--- config.mk ---
export PLATFORM = sky130hd
export DESIGN_NAME = tps_status
export DESIGN_NICKNAME = d
export VERILOG_FILES = /design/src/rtl/tps_pkg.sv /design/src/rtl/tps_dither.sv /design/src/rtl/tps_status.sv
export SDC_FILE = /design/constraint.sdc
export NUM_CORES = 2
export LEC_CHECK = 0
export ABC_AREA = 1
export BUFFER_PORTS_ARGS = -buffer_cell sky130_fd_sc_hd__buf_2
export CAP_MARGIN = 25
export CORE_ASPECT_RATIO = 2
export CORE_MARGIN = 2
export CORE_UTILIZATION = 39
export DETAILED_ROUTE_END_ITERATION = 7
export SYNTH_ARGS = -nofsm -noshare
export SYNTH_HDL_FRONTEND = slang
export SYNTH_SLANG_ARGS = --single-unit
--- constraint.sdc ---
create_clock -name i_clk_sys -period 161.1 [get_ports i_clk_sys]
set_input_delay 8.055 -clock i_clk_sys [delete_from_list [all_inputs] [get_ports i_clk_sys]]
set_output_delay 8.055 -clock i_clk_sys [all_outputs]
set_load 0.005 [all_outputs]
--- src/rtl/tps_pkg.sv ---
package tps_pkg;
   // ==========================================
   // Register offsets
   localparam logic [7:0] ADDR_CTRL       = 8'h90;
   localparam logic [7:0] ADDR_GROUP_LO   = 8'h92;
   localparam logic [7:0] ADDR_GROUP_HI   = 8'h93;
   localparam logic [7:0] ADDR_PROX_CFG   = 8'h96;
   localparam logic [7:0] ADDR_PROX_VAR   = 8'h97;
   localparam logic [7:0] ADDR_PROX_ENV   = 8'h98;
   localparam logic [7:0] ADDR_FILT_LO    = 8'h9a;
   localparam logic [7:0] ADDR_FILT_HI    = 8'h9b;
   localparam logic [7:0] ADDR_RESULT_LO  = 8'hb0;
   localparam logic [7:0] ADDR_RESULT_HI  = 8'hb1;
   localparam logic [7:0] ADDR_LIVE_LO    = 8'hb4;
   localparam logic [7:0] ADDR_LIVE_HI    = 8'hb5;
   // ==========================================
   // Reset values
   localparam logic [7:0]  RST_BYTE       = 8'h00;
   localparam logic [15:0] RST_WORD       = 16'h0000;
   localparam logic [12:0] RST_IMP        = 13'h0000;
   // ==========================================
   // Field positions
   localparam int CTRL_PICK_MSB           = 7;
   localparam int CTRL_PICK_LSB           = 4;
   localparam int CTRL_PROX_EN            = 2;
   localparam int CTRL_MODE_MSB           = 1;
   localparam int CFG_DITH_MSB            = 7;
   localparam int CFG_DITH_LSB            = 6;
   localparam int CFG_INTV_MSB            = 4;
   localparam int CFG_INTV_LSB            = 2;
   localparam int CFG_ACC_MSB             = 1;
   localparam int ENV_FORCE               = 7;
   localparam int RES_DETECT              = 15;
   localparam int RES_CAL_DONE            = 14;
   // ==========================================
   // Sizes and codes
   localparam int NCH                     = 16;
   localparam int IMPW                    = 13;
   localparam int SUMW                    = 18;
   localparam logic [2:0] INTV_MAX_CODE   = 3'h4;
   localparam logic [1:0] ACC_DITH        = 2'h0;
   localparam logic [1:0] ACC_CAL         = 2'h1;
   localparam logic [2:0] DITH_LOG2_BASE  = 3'h2;
   localparam logic [12:0] IMP_MAX        = 13'h1fff;
endpackage : tps_pkg

--- src/rtl/tps_dither.sv ---
`timescale 1ns/10ps
`default_nettype none
module tps_dither (
   input  wire logic        i_clk_sys,
   input  wire logic        i_rst_n,
   input  wire logic        i_en,
   input  wire logic        i_samp_vld,
   input  wire logic [12:0] i_imp,
   input  wire logic [1:0]  i_dith_sel,
   output logic             o_dith_vld,
   output logic [12:0]      o_dith
);
   // ==========================================
   // Dithered sample accumulator
   logic [5:0]  cnt_r,  cnt_nxt;
   logic [17:0] sum_r,  sum_nxt;
   logic        vld_r,  vld_nxt;
   logic [12:0] dith_r, dith_nxt;
   logic [2:0]  log2n;
   logic [17:0] acc;
   logic [17:0] scaled;

   always_comb begin
      log2n    = tps_pkg::DITH_LOG2_BASE + {1'b0, i_dith_sel};
      acc      = sum_r + {5'h00, i_imp};
      scaled   = acc >> (log2n - tps_pkg::DITH_LOG2_BASE);
      cnt_nxt  = cnt_r;
      sum_nxt  = sum_r;
      vld_nxt  = 1'b0;
      dith_nxt = dith_r;
      if (!i_en) begin
         cnt_nxt = 6'h00;
         sum_nxt = 18'h00000;
      end else if (i_samp_vld) begin
         // Factor of 4, 8, 16 or 32 samples per result
         if (cnt_r == 6'((6'h01 << log2n) - 6'h01)) begin
            cnt_nxt  = 6'h00;
            sum_nxt  = 18'h00000;
            vld_nxt  = 1'b1;
            dith_nxt = (scaled > {5'h00, tps_pkg::IMP_MAX}) ? tps_pkg::IMP_MAX : scaled[12:0];
         end else begin
            cnt_nxt = cnt_r + 6'h01;
            sum_nxt = acc;
         end
      end
   end

   always_ff @(posedge i_clk_sys or negedge i_rst_n) begin
      if (!i_rst_n) begin
         cnt_r  <= 6'h00;
         sum_r  <= 18'h00000;
         vld_r  <= 1'b0;
         dith_r <= tps_pkg::RST_IMP;
      end else begin
         cnt_r  <= cnt_nxt;
         sum_r  <= sum_nxt;
         vld_r  <= vld_nxt;
         dith_r <= dith_nxt;
      end
   end

   assign o_dith_vld = vld_r;
   assign o_dith     = dith_r;

   a_dith_idle: assert property (@(posedge i_clk_sys) disable iff (!i_rst_n)
      !i_en |=> !o_dith_vld) else $error("Dithered result while disabled");
endmodule : tps_dither
`default_nettype wire

--- src/rtl/tps_status.sv ---
// Behaviour
// - Filtered key word: low byte channels 7..0, high byte 15..8, one means touched.
// - Live touch map, low byte at lower address, high byte next.
// - Live bit compares impedance drop with threshold using hysteresis, unfiltered.
// - Live map is not latched; a read returns the present state.
// - Config bits 7:6 pick dithering of 4, 8, 16 or 32 samples.
// - Larger dithering gives more sensitivity but slower result updates.
// - Config bits 4:2 pick calibration interval 1, 2, 4, 8, 16 dithered results.
// - Config bits 1:0 pick dithered or calibrated dithered value for result.
// - Eight-bit proximity variance threshold, read/write, resets to zero.
// - Environment threshold governs automatic proximity recalibration.
// - While force bit 7 set, current dithered value loads as calibrated.
// - Done flag at result bit 14 drops when force bit is raised and sets once the forced load completes.
// - Result bit 15 shows live proximity detection of selected channel.
// - Result bits 12:0 carry chosen impedance; bit 13 reads zero.
// - Result read as two read-only bytes, low byte first address.
// - Filtered word follows key filter and stays readable with filtering off.
// - Filter mode 0 none; 1, 2, 3 keep that many largest changes.
// - Group mask bit n includes channel n in key filtering.
// - Proximity runs only when enabled; four-bit field picks its channel.
`timescale 1ns/10ps
`default_nettype none
module tps_status (
   input  wire logic        i_clk_sys,
   input  wire logic        i_rst_n,
   input  wire logic [7:0]  i_reg_addr,
   input  wire logic        i_reg_wr,
   input  wire logic [7:0]  i_reg_wdata,
   input  wire logic        i_reg_rd,
   input  wire logic        i_samp_vld,
   input  wire logic [3:0]  i_samp_chan,
   input  wire logic [12:0] i_samp_imp,
   input  wire logic [12:0] i_samp_cal,
   input  wire logic [7:0]  i_touch_thr,
   output logic [7:0]       o_reg_rdata,
   output logic [15:0]      o_filtered_keys,
   output logic             o_prox_detected
);
   // ==========================================
   // Register file
   logic [7:0]  ctrl_r,  ctrl_nxt;
   logic [15:0] group_r, group_nxt;
   logic [7:0]  cfg_r,   cfg_nxt;
   logic [7:0]  pvar_r,  pvar_nxt;
   logic [7:0]  penv_r,  penv_nxt;
   logic [7:0]  rdata_r, rdata_nxt;
   logic [15:0] live_r,  live_nxt;
   logic [15:0] filt_r,  filt_nxt;
   logic [15:0] result;

   always_comb begin
      ctrl_nxt  = ctrl_r;
      group_nxt = group_r;
      cfg_nxt   = cfg_r;
      pvar_nxt  = pvar_r;
      penv_nxt  = penv_r;
      if (i_reg_wr) begin
         unique case (i_reg_addr)
            tps_pkg::ADDR_CTRL:      ctrl_nxt         = i_reg_wdata;
            tps_pkg::ADDR_GROUP_LO:  group_nxt[7:0]   = i_reg_wdata;
            tps_pkg::ADDR_GROUP_HI:  group_nxt[15:8]  = i_reg_wdata;
            tps_pkg::ADDR_PROX_CFG:  cfg_nxt          = i_reg_wdata;
            tps_pkg::ADDR_PROX_VAR:  pvar_nxt         = i_reg_wdata;
            tps_pkg::ADDR_PROX_ENV:  penv_nxt         = i_reg_wdata;
            default: ;
         endcase
      end
   end

   // Read mux; status words come straight from live state
   always_comb begin
      rdata_nxt = rdata_r;
      if (i_reg_rd) begin
         unique case (i_reg_addr)
            tps_pkg::ADDR_CTRL:      rdata_nxt = ctrl_r;
            tps_pkg::ADDR_GROUP_LO:  rdata_nxt = group_r[7:0];
            tps_pkg::ADDR_GROUP_HI:  rdata_nxt = group_r[15:8];
            tps_pkg::ADDR_PROX_CFG:  rdata_nxt = cfg_r;
            tps_pkg::ADDR_PROX_VAR:  rdata_nxt = pvar_r;
            tps_pkg::ADDR_PROX_ENV:  rdata_nxt = penv_r;
            tps_pkg::ADDR_FILT_LO:   rdata_nxt = filt_r[7:0];
            tps_pkg::ADDR_FILT_HI:   rdata_nxt = filt_r[15:8];
            tps_pkg::ADDR_RESULT_LO: rdata_nxt = result[7:0];
            tps_pkg::ADDR_RESULT_HI: rdata_nxt = result[15:8];
            tps_pkg::ADDR_LIVE_LO:   rdata_nxt = live_r[7:0];
            tps_pkg::ADDR_LIVE_HI:   rdata_nxt = live_r[15:8];
            default:                 rdata_nxt = tps_pkg::RST_BYTE;
         endcase
      end
   end

   always_ff @(posedge i_clk_sys or negedge i_rst_n) begin
      if (!i_rst_n) begin
         ctrl_r  <= tps_pkg::RST_BYTE;
         group_r <= tps_pkg::RST_WORD;
         cfg_r   <= tps_pkg::RST_BYTE;
         pvar_r  <= tps_pkg::RST_BYTE;
         penv_r  <= tps_pkg::RST_BYTE;
         rdata_r <= tps_pkg::RST_BYTE;
      end else begin
         ctrl_r  <= ctrl_nxt;
         group_r <= group_nxt;
         cfg_r   <= cfg_nxt;
         pvar_r  <= pvar_nxt;
         penv_r  <= penv_nxt;
         rdata_r <= rdata_nxt;
      end
   end

   // ==========================================
   // Live touch detection with hysteresis
   logic [12:0] delta_r [tps_pkg::NCH];
   logic [12:0] delta_nxt [tps_pkg::NCH];
   logic [12:0] samp_delta;
   logic [12:0] thr_set;
   logic [12:0] thr_hold;

   always_comb begin
      samp_delta = (i_samp_cal > i_samp_imp) ? i_samp_cal - i_samp_imp : 13'h0000;
      thr_set    = {5'h00, i_touch_thr};
      thr_hold   = {6'h00, i_touch_thr[7:1]};
   end

   genvar gc;
   generate
      for (gc = 0; gc < tps_pkg::NCH; gc++) begin : g_chan
         always_comb begin
            live_nxt[gc]  = live_r[gc];
            delta_nxt[gc] = delta_r[gc];
            if (i_samp_vld && (i_samp_chan == 4'(gc))) begin
               delta_nxt[gc] = samp_delta;
               live_nxt[gc]  = live_r[gc] ? (samp_delta > thr_hold) : (samp_delta > thr_set);
            end
         end
         always_ff @(posedge i_clk_sys or negedge i_rst_n) begin
            if (!i_rst_n) begin
               live_r[gc]  <= 1'b0;
               delta_r[gc] <= tps_pkg::RST_IMP;
            end else begin
               live_r[gc]  <= live_nxt[gc];
               delta_r[gc] <= delta_nxt[gc];
            end
         end
      end
   endgenerate

   // ==========================================
   // Key filter: keep the largest changes in the group
   logic [15:0] cand;
   logic [15:0] picked;
   logic [1:0]  mode;
   logic [12:0] best;
   logic [3:0]  best_i;
   logic        found;

   always_comb begin
      mode   = ctrl_r[tps_pkg::CTRL_MODE_MSB:0];
      cand   = live_r & group_r;
      picked = 16'h0000;
      best   = 13'h0000;
      best_i = 4'h0;
      found  = 1'b0;
      for (int p = 0; p < 3; p++) begin
         found  = 1'b0;
         best   = 13'h0000;
         best_i = 4'h0;
         for (int c = 0; c < tps_pkg::NCH; c++) begin
            if (cand[c] && !picked[c] && (!found || delta_r[c] > best)) begin
               found  = 1'b1;
               best   = delta_r[c];
               best_i = 4'(c);
            end
         end
         if (found && (p < int'(mode))) begin
            picked[best_i] = 1'b1;
         end
      end
      if (mode == 2'h0) begin
         filt_nxt = live_r;
      end else begin
         filt_nxt = (live_r & ~group_r) | picked;
      end
   end

   always_ff @(posedge i_clk_sys or negedge i_rst_n) begin
      if (!i_rst_n) begin
         filt_r <= tps_pkg::RST_WORD;
      end else begin
         filt_r <= filt_nxt;
      end
   end

   // ==========================================
   // Proximity engine
   logic        prox_en;
   logic        prox_samp;
   logic        dith_vld;
   logic [12:0] dith;
   logic        force_cal;
   logic [12:0] cal_r,    cal_nxt;
   logic        done_r,   done_nxt;
   logic        det_r,    det_nxt;
   logic [4:0]  icnt_r,   icnt_nxt;
   logic [4:0]  intv;
   logic [12:0] diff;
   logic [2:0]  intv_code;

   always_comb begin
      prox_en   = ctrl_r[tps_pkg::CTRL_PROX_EN];
      prox_samp = i_samp_vld && (i_samp_chan == ctrl_r[tps_pkg::CTRL_PICK_MSB:tps_pkg::CTRL_PICK_LSB]);
      force_cal = penv_r[tps_pkg::ENV_FORCE];
   end

   tps_dither u_dither (
      .i_clk_sys  (i_clk_sys),
      .i_rst_n    (i_rst_n),
      .i_en       (prox_en),
      .i_samp_vld (prox_samp),
      .i_imp      (i_samp_imp),
      .i_dith_sel (cfg_r[tps_pkg::CFG_DITH_MSB:tps_pkg::CFG_DITH_LSB]),
      .o_dith_vld (dith_vld),
      .o_dith     (dith)
   );

   always_comb begin
      intv_code = cfg_r[tps_pkg::CFG_INTV_MSB:tps_pkg::CFG_INTV_LSB];
      if (intv_code > tps_pkg::INTV_MAX_CODE) begin
         intv_code = tps_pkg::INTV_MAX_CODE;
      end
      intv     = 5'h01 << intv_code;
      diff     = (dith > cal_r) ? dith - cal_r : cal_r - dith;
      cal_nxt  = cal_r;
      done_nxt = done_r;
      det_nxt  = det_r;
      icnt_nxt = icnt_r;
      if (force_cal && !done_r) begin
         done_nxt = 1'b0;
      end
      if (!prox_en) begin
         det_nxt  = 1'b0;
         icnt_nxt = 5'h00;
      end else if (dith_vld) begin
         det_nxt = (diff > {5'h00, pvar_r});
         if (force_cal) begin
            cal_nxt  = dith;
            done_nxt = 1'b1;
            icnt_nxt = 5'h00;
         end else if (icnt_r + 5'h01 >= intv) begin
            icnt_nxt = 5'h00;
            if (diff < {6'h00, penv_r[6:0]}) begin
               cal_nxt = dith;
            end
            done_nxt = 1'b1;
         end else begin
            icnt_nxt = icnt_r + 5'h01;
         end
      end
   end

   always_ff @(posedge i_clk_sys or negedge i_rst_n) begin
      if (!i_rst_n) begin
         cal_r  <= tps_pkg::RST_IMP;
         done_r <= 1'b0;
         det_r  <= 1'b0;
         icnt_r <= 5'h00;
      end else begin
         cal_r  <= cal_nxt;
         // Host raising the force bit drops the done flag
         done_r <= (i_reg_wr && i_reg_addr == tps_pkg::ADDR_PROX_ENV && i_reg_wdata[tps_pkg::ENV_FORCE]
                    && !force_cal) ? 1'b0 : done_nxt;
         det_r  <= det_nxt;
         icnt_r <= icnt_nxt;
      end
   end

   always_comb begin
      result = {det_r, done_r, 1'b0,
                (cfg_r[tps_pkg::CFG_ACC_MSB:0] == tps_pkg::ACC_CAL) ? cal_r : dith};
   end

   assign o_reg_rdata     = rdata_r;
   assign o_filtered_keys = filt_r;
   assign o_prox_detected = det_r;

   // ==========================================
   // Checks
   a_live_set: assert property (@(posedge i_clk_sys) disable iff (!i_rst_n)
      i_samp_vld && (samp_delta > thr_set) |=> live_r[$past(i_samp_chan)]) else $error("Touch not set");
   a_live_clear: assert property (@(posedge i_clk_sys) disable iff (!i_rst_n)
      i_samp_vld && (samp_delta <= thr_hold) |=> !live_r[$past(i_samp_chan)]) else $error("Touch not cleared");
   a_filt_bypass: assert property (@(posedge i_clk_sys) disable iff (!i_rst_n)
      (mode == 2'h0) |=> (filt_r == $past(live_r))) else $error("Unfiltered word differs");
   a_filt_one: assert property (@(posedge i_clk_sys) disable iff (!i_rst_n)
      (mode == 2'h1) |=> ($countones(filt_r & $past(group_r)) <= 1)) else $error("Too many keys kept");
   a_force_load: assert property (@(posedge i_clk_sys) disable iff (!i_rst_n)
      prox_en && force_cal && dith_vld |=> (cal_r == $past(dith)) && done_r) else $error("Forced load missed");
   a_force_busy: assert property (@(posedge i_clk_sys) disable iff (!i_rst_n)
      i_reg_wr && (i_reg_addr == tps_pkg::ADDR_PROX_ENV) && i_reg_wdata[7] && !force_cal |=> !done_r)
      else $error("Done not cleared");
   a_prox_detect: assert property (@(posedge i_clk_sys) disable iff (!i_rst_n)
      prox_en && dith_vld |=> (det_r == ($past(diff) > {5'h00, $past(pvar_r)}))) else $error("Detect wrong");
   a_rd_live: assert property (@(posedge i_clk_sys) disable iff (!i_rst_n)
      i_reg_rd && (i_reg_addr == tps_pkg::ADDR_LIVE_LO) |=> (o_reg_rdata == $past(live_r[7:0])))
      else $error("Live read stale");
   a_rd_reserved: assert property (@(posedge i_clk_sys) disable iff (!i_rst_n)
      i_reg_rd && (i_reg_addr == tps_pkg::ADDR_RESULT_HI) |=> !o_reg_rdata[5]) else $error("Bit 13 set");
endmodule : tps_status
`default_nettype wire

Word level (Yosys, flattened, before mapping)
Cells that the tools add are included.
W data, S select, Z words.

word-level totals
  register bits after elaboration = 354
  bits in read-only memories = 0
  word-level logic and storage cells = 595
  RAM bits = 0
  output and inout port bits = 25
  latch bits = 0
  memories = 0
  input bits = 59

operators by class
  reductions and logical operators = 240
  shift-type cells = 3
  multipliers = 0
  muxes and demuxes = 194
  order comparisons = 63
  div/mod/pow operators = 0
  eq/ne operators = 32
  add/subtract/negate cells = 9
  bitwise operators = 6

operators by type and width
  kind                    count
  $mux W13                52
  $gt A13 B13 Y1          47
  $mux W4                 42
  $logic_and A1 B1 Y1     104
  $eq A8 B8 Y1 const B    12
  $pmux W8 S12            1
  $mux W1                 81
  $logic_not A1 Y1        79
  $mux W16                4
  $mux W18                3
  $or A16 B16 Y16         3
  $logic_or A1 B1 Y1      45
  $sub A13 B13 Y13        3
  $and A16 B16 Y16        2
  $eq A4 B4 Y1 const B    8
  $gt A13 B8 Y1           2
  $mux W5                 4
  $add A18 B13 Y18        1
  $gt A18 B13 Y1 const B  1
  $mux W6                 3
  $shr A18 B3 Y18         1
  $eq A4 B3 Y1 const B    4
  $not A16 Y16            1
  $lt A4 B5 Y1 const B    3
  other kinds (28)        41

Logic depth before layout (Yosys ltp)
  word-level depth = 207
  mapped depth = 677
  gate-level depth less buffers = 634

Modules after synthesis
A second synthesis with hierarchy kept.

second synthesis, totals
  cells, all modules = 6,062
  area, all modules = 40,958.0 um^2

modules (own cells, without submodules)
  module      cells an instance  times used  area each (um^2)  sequential area each (um^2)
  tps_status  5,580              1           37,723.7          7,907.6
  tps_dither  482                1           3,234.4           950.9

Worst setup path before layout
No wires, ideal clock.

  path type = register to register
  start = reg live_r[0]
  end = reg filt_r[6], in the netlist o_filtered_keys[6]
  cell stages (with the launch flop) = 649
  library setup time = 69 ps
  arrival time = 75,858 ps
  buffers on the path = 50
  slack = 85,174 ps
  path through = dfrtp_1 nand2_4 bufinv_8 buf_6 nand2_1 ha_1 nand2_1 nor2_1 inv_1 nor2_2 nand2_1 nand2_1 nand2_1 nand2_2 nand2_4 clkdlybuf4s50_2 o21ai_0 ha_1 (+613 left out) clkbuf_1 o21ai_1 ha_1 nand2_1 o21ai_0 a21oi_1 o211a_1 o21a_1 o21ai_0 o41ai_1 o21ai_0 nand3_1 nand2_1 nand3_1 or2_2 nor2_4 nand4_1 nand3_1

between the ends
  word-level cells in the longest chain between the ends = 207

RTL lines
  what                                                line               RTL
  start, declared                                     tps_status.sv:47   logic [15:0] live_r, live_nxt;
  start signal, assigned by index                     tps_status.sv:140  live_r[gc] <= live_nxt[gc];
  $and A16 B16 Y16 (*)                                tps_status.sv:158  cand = live_r & group_r;
  $mux W13 or $mux W1 (tied branches)                 tps_status.sv:168  if (cand[c] && !picked[c] && (!found || delta_r[c] > best)) begin
  $gt A13 B13 Y1 or $logic_not A1 Y1 (tied branches)  tps_status.sv:168
  $logic_or A1 B1 Y1                                  tps_status.sv:168
  $logic_and A1 B1 Y1                                 tps_status.sv:168
  $mux W13 or $mux W1 (tied branches)                 tps_status.sv:168
  $gt A13 B13 Y1 or $logic_not A1 Y1 (tied branches)  tps_status.sv:168
  $logic_or A1 B1 Y1                                  tps_status.sv:168
  (+192 left out)                                     -
  $logic_and A1 B1 Y1 (implied by the code)           tps_status.sv:175  picked[best_i] = 1'b1;
  $mux W1 (implied by the code)                       tps_status.sv:175
  $demux W1 S4                                        tps_status.sv:175
  $or A16 B16 Y16 (no line)                           -
  $mux W16 (*)                                        tps_status.sv:174  if (found && (p < int'(mode))) begin
  $or A16 B16 Y16 (*)                                 tps_status.sv:181  filt_nxt = (live_r & ~group_r) | picked;
  $mux W16 (*)                                        tps_status.sv:178  if (mode == 2'h0) begin
  named net filt_nxt[6]                               tps_status.sv:48   logic [15:0] filt_r, filt_nxt;
  end signal, assigned                                tps_status.sv:187  filt_r <= tps_pkg::RST_WORD;
  end signal, assigned                                tps_status.sv:189  filt_r <= filt_nxt;
  end, declared                                       tps_status.sv:48

Mark *: on every way through the listed nets, which the timed path passes. The rest lies on a longest branch.
A chain may end at the register's enable or synchronous reset.

Worst setup path after layout
  start = reg group_r[0]
  end = reg filt_r[6], in the netlist o_filtered_keys[6]

between the ends
  word-level cells in the longest chain between the ends = 207

RTL lines
  what                                                line               RTL
  start, declared                                     tps_status.sv:42   logic [15:0] group_r, group_nxt;
  start signal, assigned                              tps_status.sv:95   group_r <= tps_pkg::RST_WORD;
  start signal, assigned                              tps_status.sv:102  group_r <= group_nxt;
  $and A16 B16 Y16 (*)                                tps_status.sv:158
  $mux W13 or $mux W1 (tied branches)                 tps_status.sv:168
  $gt A13 B13 Y1 or $logic_not A1 Y1 (tied branches)  tps_status.sv:168
  $logic_or A1 B1 Y1                                  tps_status.sv:168
  $logic_and A1 B1 Y1                                 tps_status.sv:168
  $mux W13 or $mux W1 (tied branches)                 tps_status.sv:168
  $gt A13 B13 Y1 or $logic_not A1 Y1 (tied branches)  tps_status.sv:168
  $logic_or A1 B1 Y1                                  tps_status.sv:168
  (+192 left out)                                     -
  $logic_and A1 B1 Y1 (implied by the code)           tps_status.sv:175
  $mux W1 (implied by the code)                       tps_status.sv:175
  $demux W1 S4                                        tps_status.sv:175
  $or A16 B16 Y16 (no line)                           -
  $mux W16 (*)                                        tps_status.sv:174
  $or A16 B16 Y16 (*)                                 tps_status.sv:181
  $mux W16 (*)                                        tps_status.sv:178
  named net filt_nxt[6]                               tps_status.sv:48

Marked as above.

==> impl_metrics.json <==
{
  "outcome": "finished clean",
  "fin_worst_skew_ps": 35.6,
  "ctsResizeCount": 0,
  "clock.fmax_mhz": 11.1,
  "final-hold-violation-count": 0,
  "die_y_um": 457,
  "path_clk_slew_ps": 70,
  "grt_pass1_wl_um": 270000,
  "areaGrowthSynthToFinish_pct": 7.55,
  "setup_tns_ps": 0,
  "die_w_um": 231,
  "clk_latency_ps": 670,
  "core_um2": 102000,
  "cts_tree": "yes",
  "io_buffers": 83,
  "synth_top_area_share_pct": 22.1,
  "clock-sinks": 354,
  "netlist_instances": 5815,
  "vias_per_cell": 5.82,
  "dieArea_um2": 106000,
  "power_density_nw_per_um2": 13.8,
  "grt_usage_pct": 35.0,
  "gp_congestion": 1.09,
  "fin_crit_ps": 89900,
  "max_stage_delay_ps": 930,
  "relSlewSlack_pct": 24.3,
  "cp_max_fo": 33,
  "maxCapViolations": 0,
  "ys_top_cells_by_area": "dfrtp_1 (22%), ha_1 (19%), nand2_1 (15%)",
  "cpMostUsedCell": "nand2_1",
  "row_count": 166,
  "holdBufCountCts": 0,
  "dp_slack_ps": 73390,
  "holdWs_ps": 489,
  "drtIter0Drc": 2952,
  "crit_path_end_kind": "register",
  "netlist_area_um2": 40100,
  "cts_setup_buffers": 0,
  "synthFlopType": "dfrtp_1",
  "setup_slack_ps": 71200,
  "drive_gt1_share_pct": 9.42,
  "numCtsBuffers": 40,
  "finalPower_uw": 595,
  "fill_cells": 10900,
  "antenna_found_initial": 14,
  "synthArstFlopShare_pct": 100,
  "synth_area_leader_cell": "dfrtp_1",
  "final_util_pct": 42.2,
  "hold_path.class": "register to register",
  "vdd_ir_drop_max_v": 0.00000834,
  "firstDrtPassIters": 6,
  "fin_crit_sh_pct": 55.8,
  "ys_types": 79,
  "start_util_pct": 39.2,
  "rsz0062_at_grt": "false",
  "finalSetupViolCount": 0,
  "cts-htree-levels": 2,
  "nets": 6531,
  "drcViolationCount": 0,
  "drt_wl_total_um": 186000,
  "cts_buffer_depth": 3,
  "ys_warn_count": 0,
  "holdPathStages": 2,
  "synth_nets": 6502,
  "critPathKind": "register to register",
  "wl_per_cell_um": 25.8,
  "io_pins": 84,
  "antenna_left": 0,
  "num_vias": 42100,
  "r2r_cells": 556,
  "drv_slew": 0,
  "cts_root_buf": "clkbuf_16",
  "synth_seq_cells": 354,
  "crit_arrival_ps": 90490,
  "ys_seq_area_share_pct": 22.1,
  "grt_pass1_vias": 41700,
  "synth-edff-count": 0,
  "cp_slowest_cell": "o21ai_0",
  "p_leak_uw": 0.0235,
  "hpwl_um": 149000,
  "worstPathRequired_ps": 161690,
  "grt-ovfl-total": 0,
  "grt_max_degree": 130,
  "syn_area_per_cell_um2": 6.90,
  "critPathLaunchType": "register",
  "worstMarginPinSlew_ps": 1120
}
## worst paths after layout
check	startpoint	to	slack [ps]
setup / recovery	group_r[0]	o_filtered_keys[6]	71200
hold / removal	penv_r[7]	penv_r[7]	490
setup reg to reg	group_r[0]	o_filtered_keys[6]	71200
hold reg to reg	penv_r[7]	penv_r[7]	490
max in group asynchronous	i_rst_n	delta_r[8]	151080
min in group asynchronous	i_rst_n	delta_r[160]	7430
## where the power goes
part | leakage [uW] | internal (uW) | switching [uW] | total (uW)
combinational | 0.0181 | 122 | 232 | 354
sequential | 0.00466 | 102 | 33.3 | 136
clock | 0.000690 | 59.4 | 45.9 | 105
total | 0.0235 | 284 | 311 | 595
## critical path, delay by kind of cell (launching register included)
family	cells	cell delay, ps
buffers and inverters	11	1200
and+or+nand+nor	346	40780
DFF	1	470
AOI/OAI and AO/OA	154	31540
adders and majority gates	45	15590
## synth_stat cells (6+ instances only)
library cell	n
o21ai_2	23
nand3b_1	8
nor2_4	6
o31ai_1	11
mux2_2	7
buf_2	13
dfrtp_1	354
xnor2_1	8
nand3_2	30
a211oi_1	56
o21bai_1	11
a21oi_1	232
nand3_1	333
nand4_1	103
a31oi_1	20
clkinv_1	10
ha_1	624
buf_4	31
clkdlybuf4s50_2	14
a221oi_1	31
o21ai_1	23
nand2_2	129
nor4_1	6
dlygate4sd1_1	6
o22ai_1	22
nand2_4	37
nand2_1	1632
xor2_1	30
inv_2	35
o2111ai_1	11
a21o_1	24
o41ai_1	9
nor3_1	38
nor2_2	26
clkbuf_1	78
clkbuf_8	16
inv_1	510
buf_6	13
o211ai_1	8
o21ai_0	858
nor2_1	285
o21a_1	12
## cells by family (layout without fill, tap and decap cells)
group / after synthesis / in the layout / synth area share (%)
AO/OA/AOI/OAI: 1382 / 1382 / 19.1
XOR/XNOR: 38 / 38 / 0.830
adder cells (fa/ha/maj): 628 / 628 / 19.7
buffers and inverters: 740 / 796 / 8.60
flip-flops: 354 / 354 / 22.1
multiplexers: 12 / 12 / 0.321
other: 0 / 5 / 0
AND/OR/NAND/NOR: 2661 / 2661 / 29.4
## metrics by stage
step | std cells | cell area (um^2)
global placement | 7137 | 41600
detailed placement | 7137 | 41600
CTS | 7206 | 43000
finish | 7220 | 43100
global route | 7216 | 43100
floorplan | 5815 | 40100
## routing by layer
metal,global-route usage [%],vias up,routed length [um]
met5,0,-,55
met2,65.0,1733,95900
met4,33.8,8,22100
met1,31.8,19500,59200
li1,-,19900,-
met3,5.22,885,9130
## flip-flops by register name, indices dropped and copies added, names as in the netlist
name	cells
u_dither.o_dith	13
cfg_r	8
u_dither.o_dith_vld	1
u_dither.sum_r	18
o_reg_rdata	8
delta_r	208
icnt_r	5
pvar_r	8
o_filtered_keys	16
cal_r	13
live_r	16
ctrl_r	8
u_dither.cnt_r	6
penv_r	8
done_r	1
group_r	16
o_prox_detected	1
## layout by cell type (no fill, tap or decap), drive strengths merged, types with 6 or more instances in the layout
cell type  Yosys  layout
ha           624     624
a31oi         20      20
mux2           7       7
o22ai         22      22
clkinv        11      16
o2111ai       11      11
nand4        105     105
nor3          39      39
bufinv         6      11
nor2         317     317
xor2          30      30
o21a          12      12
a221oi        31      31
a211oi        56      56
inv          547     546
nand3        364     364
o41ai          9       9
dfrtp        354     354
nand3b         8       8
nand2       1799    1799
o21bai        11      11
xnor2          8       8
nor4           6       6
o211ai         8       8
clkbuf        95      63
o21ai        904     904
a21oi        235     235
buf           61     158
a21o          25      25
and2           8       8
o31ai         11      11
## area by class of cell
class                   instances  area (um^2)  share of cell area (%)
multi-input cells            4721        27800                    64.5
flip-flops and latches        354         8860                    20.5
inverters                     564         2230                    5.17
well taps                    1344         1680                    3.90
clock buffers                  58         1180                    2.73
repair buffers                163         1080                    2.51
clock inverters                11          264                   0.612
diodes                          5         12.5                  0.0290
Note: power is estimated with default switching activity, not from simulation.
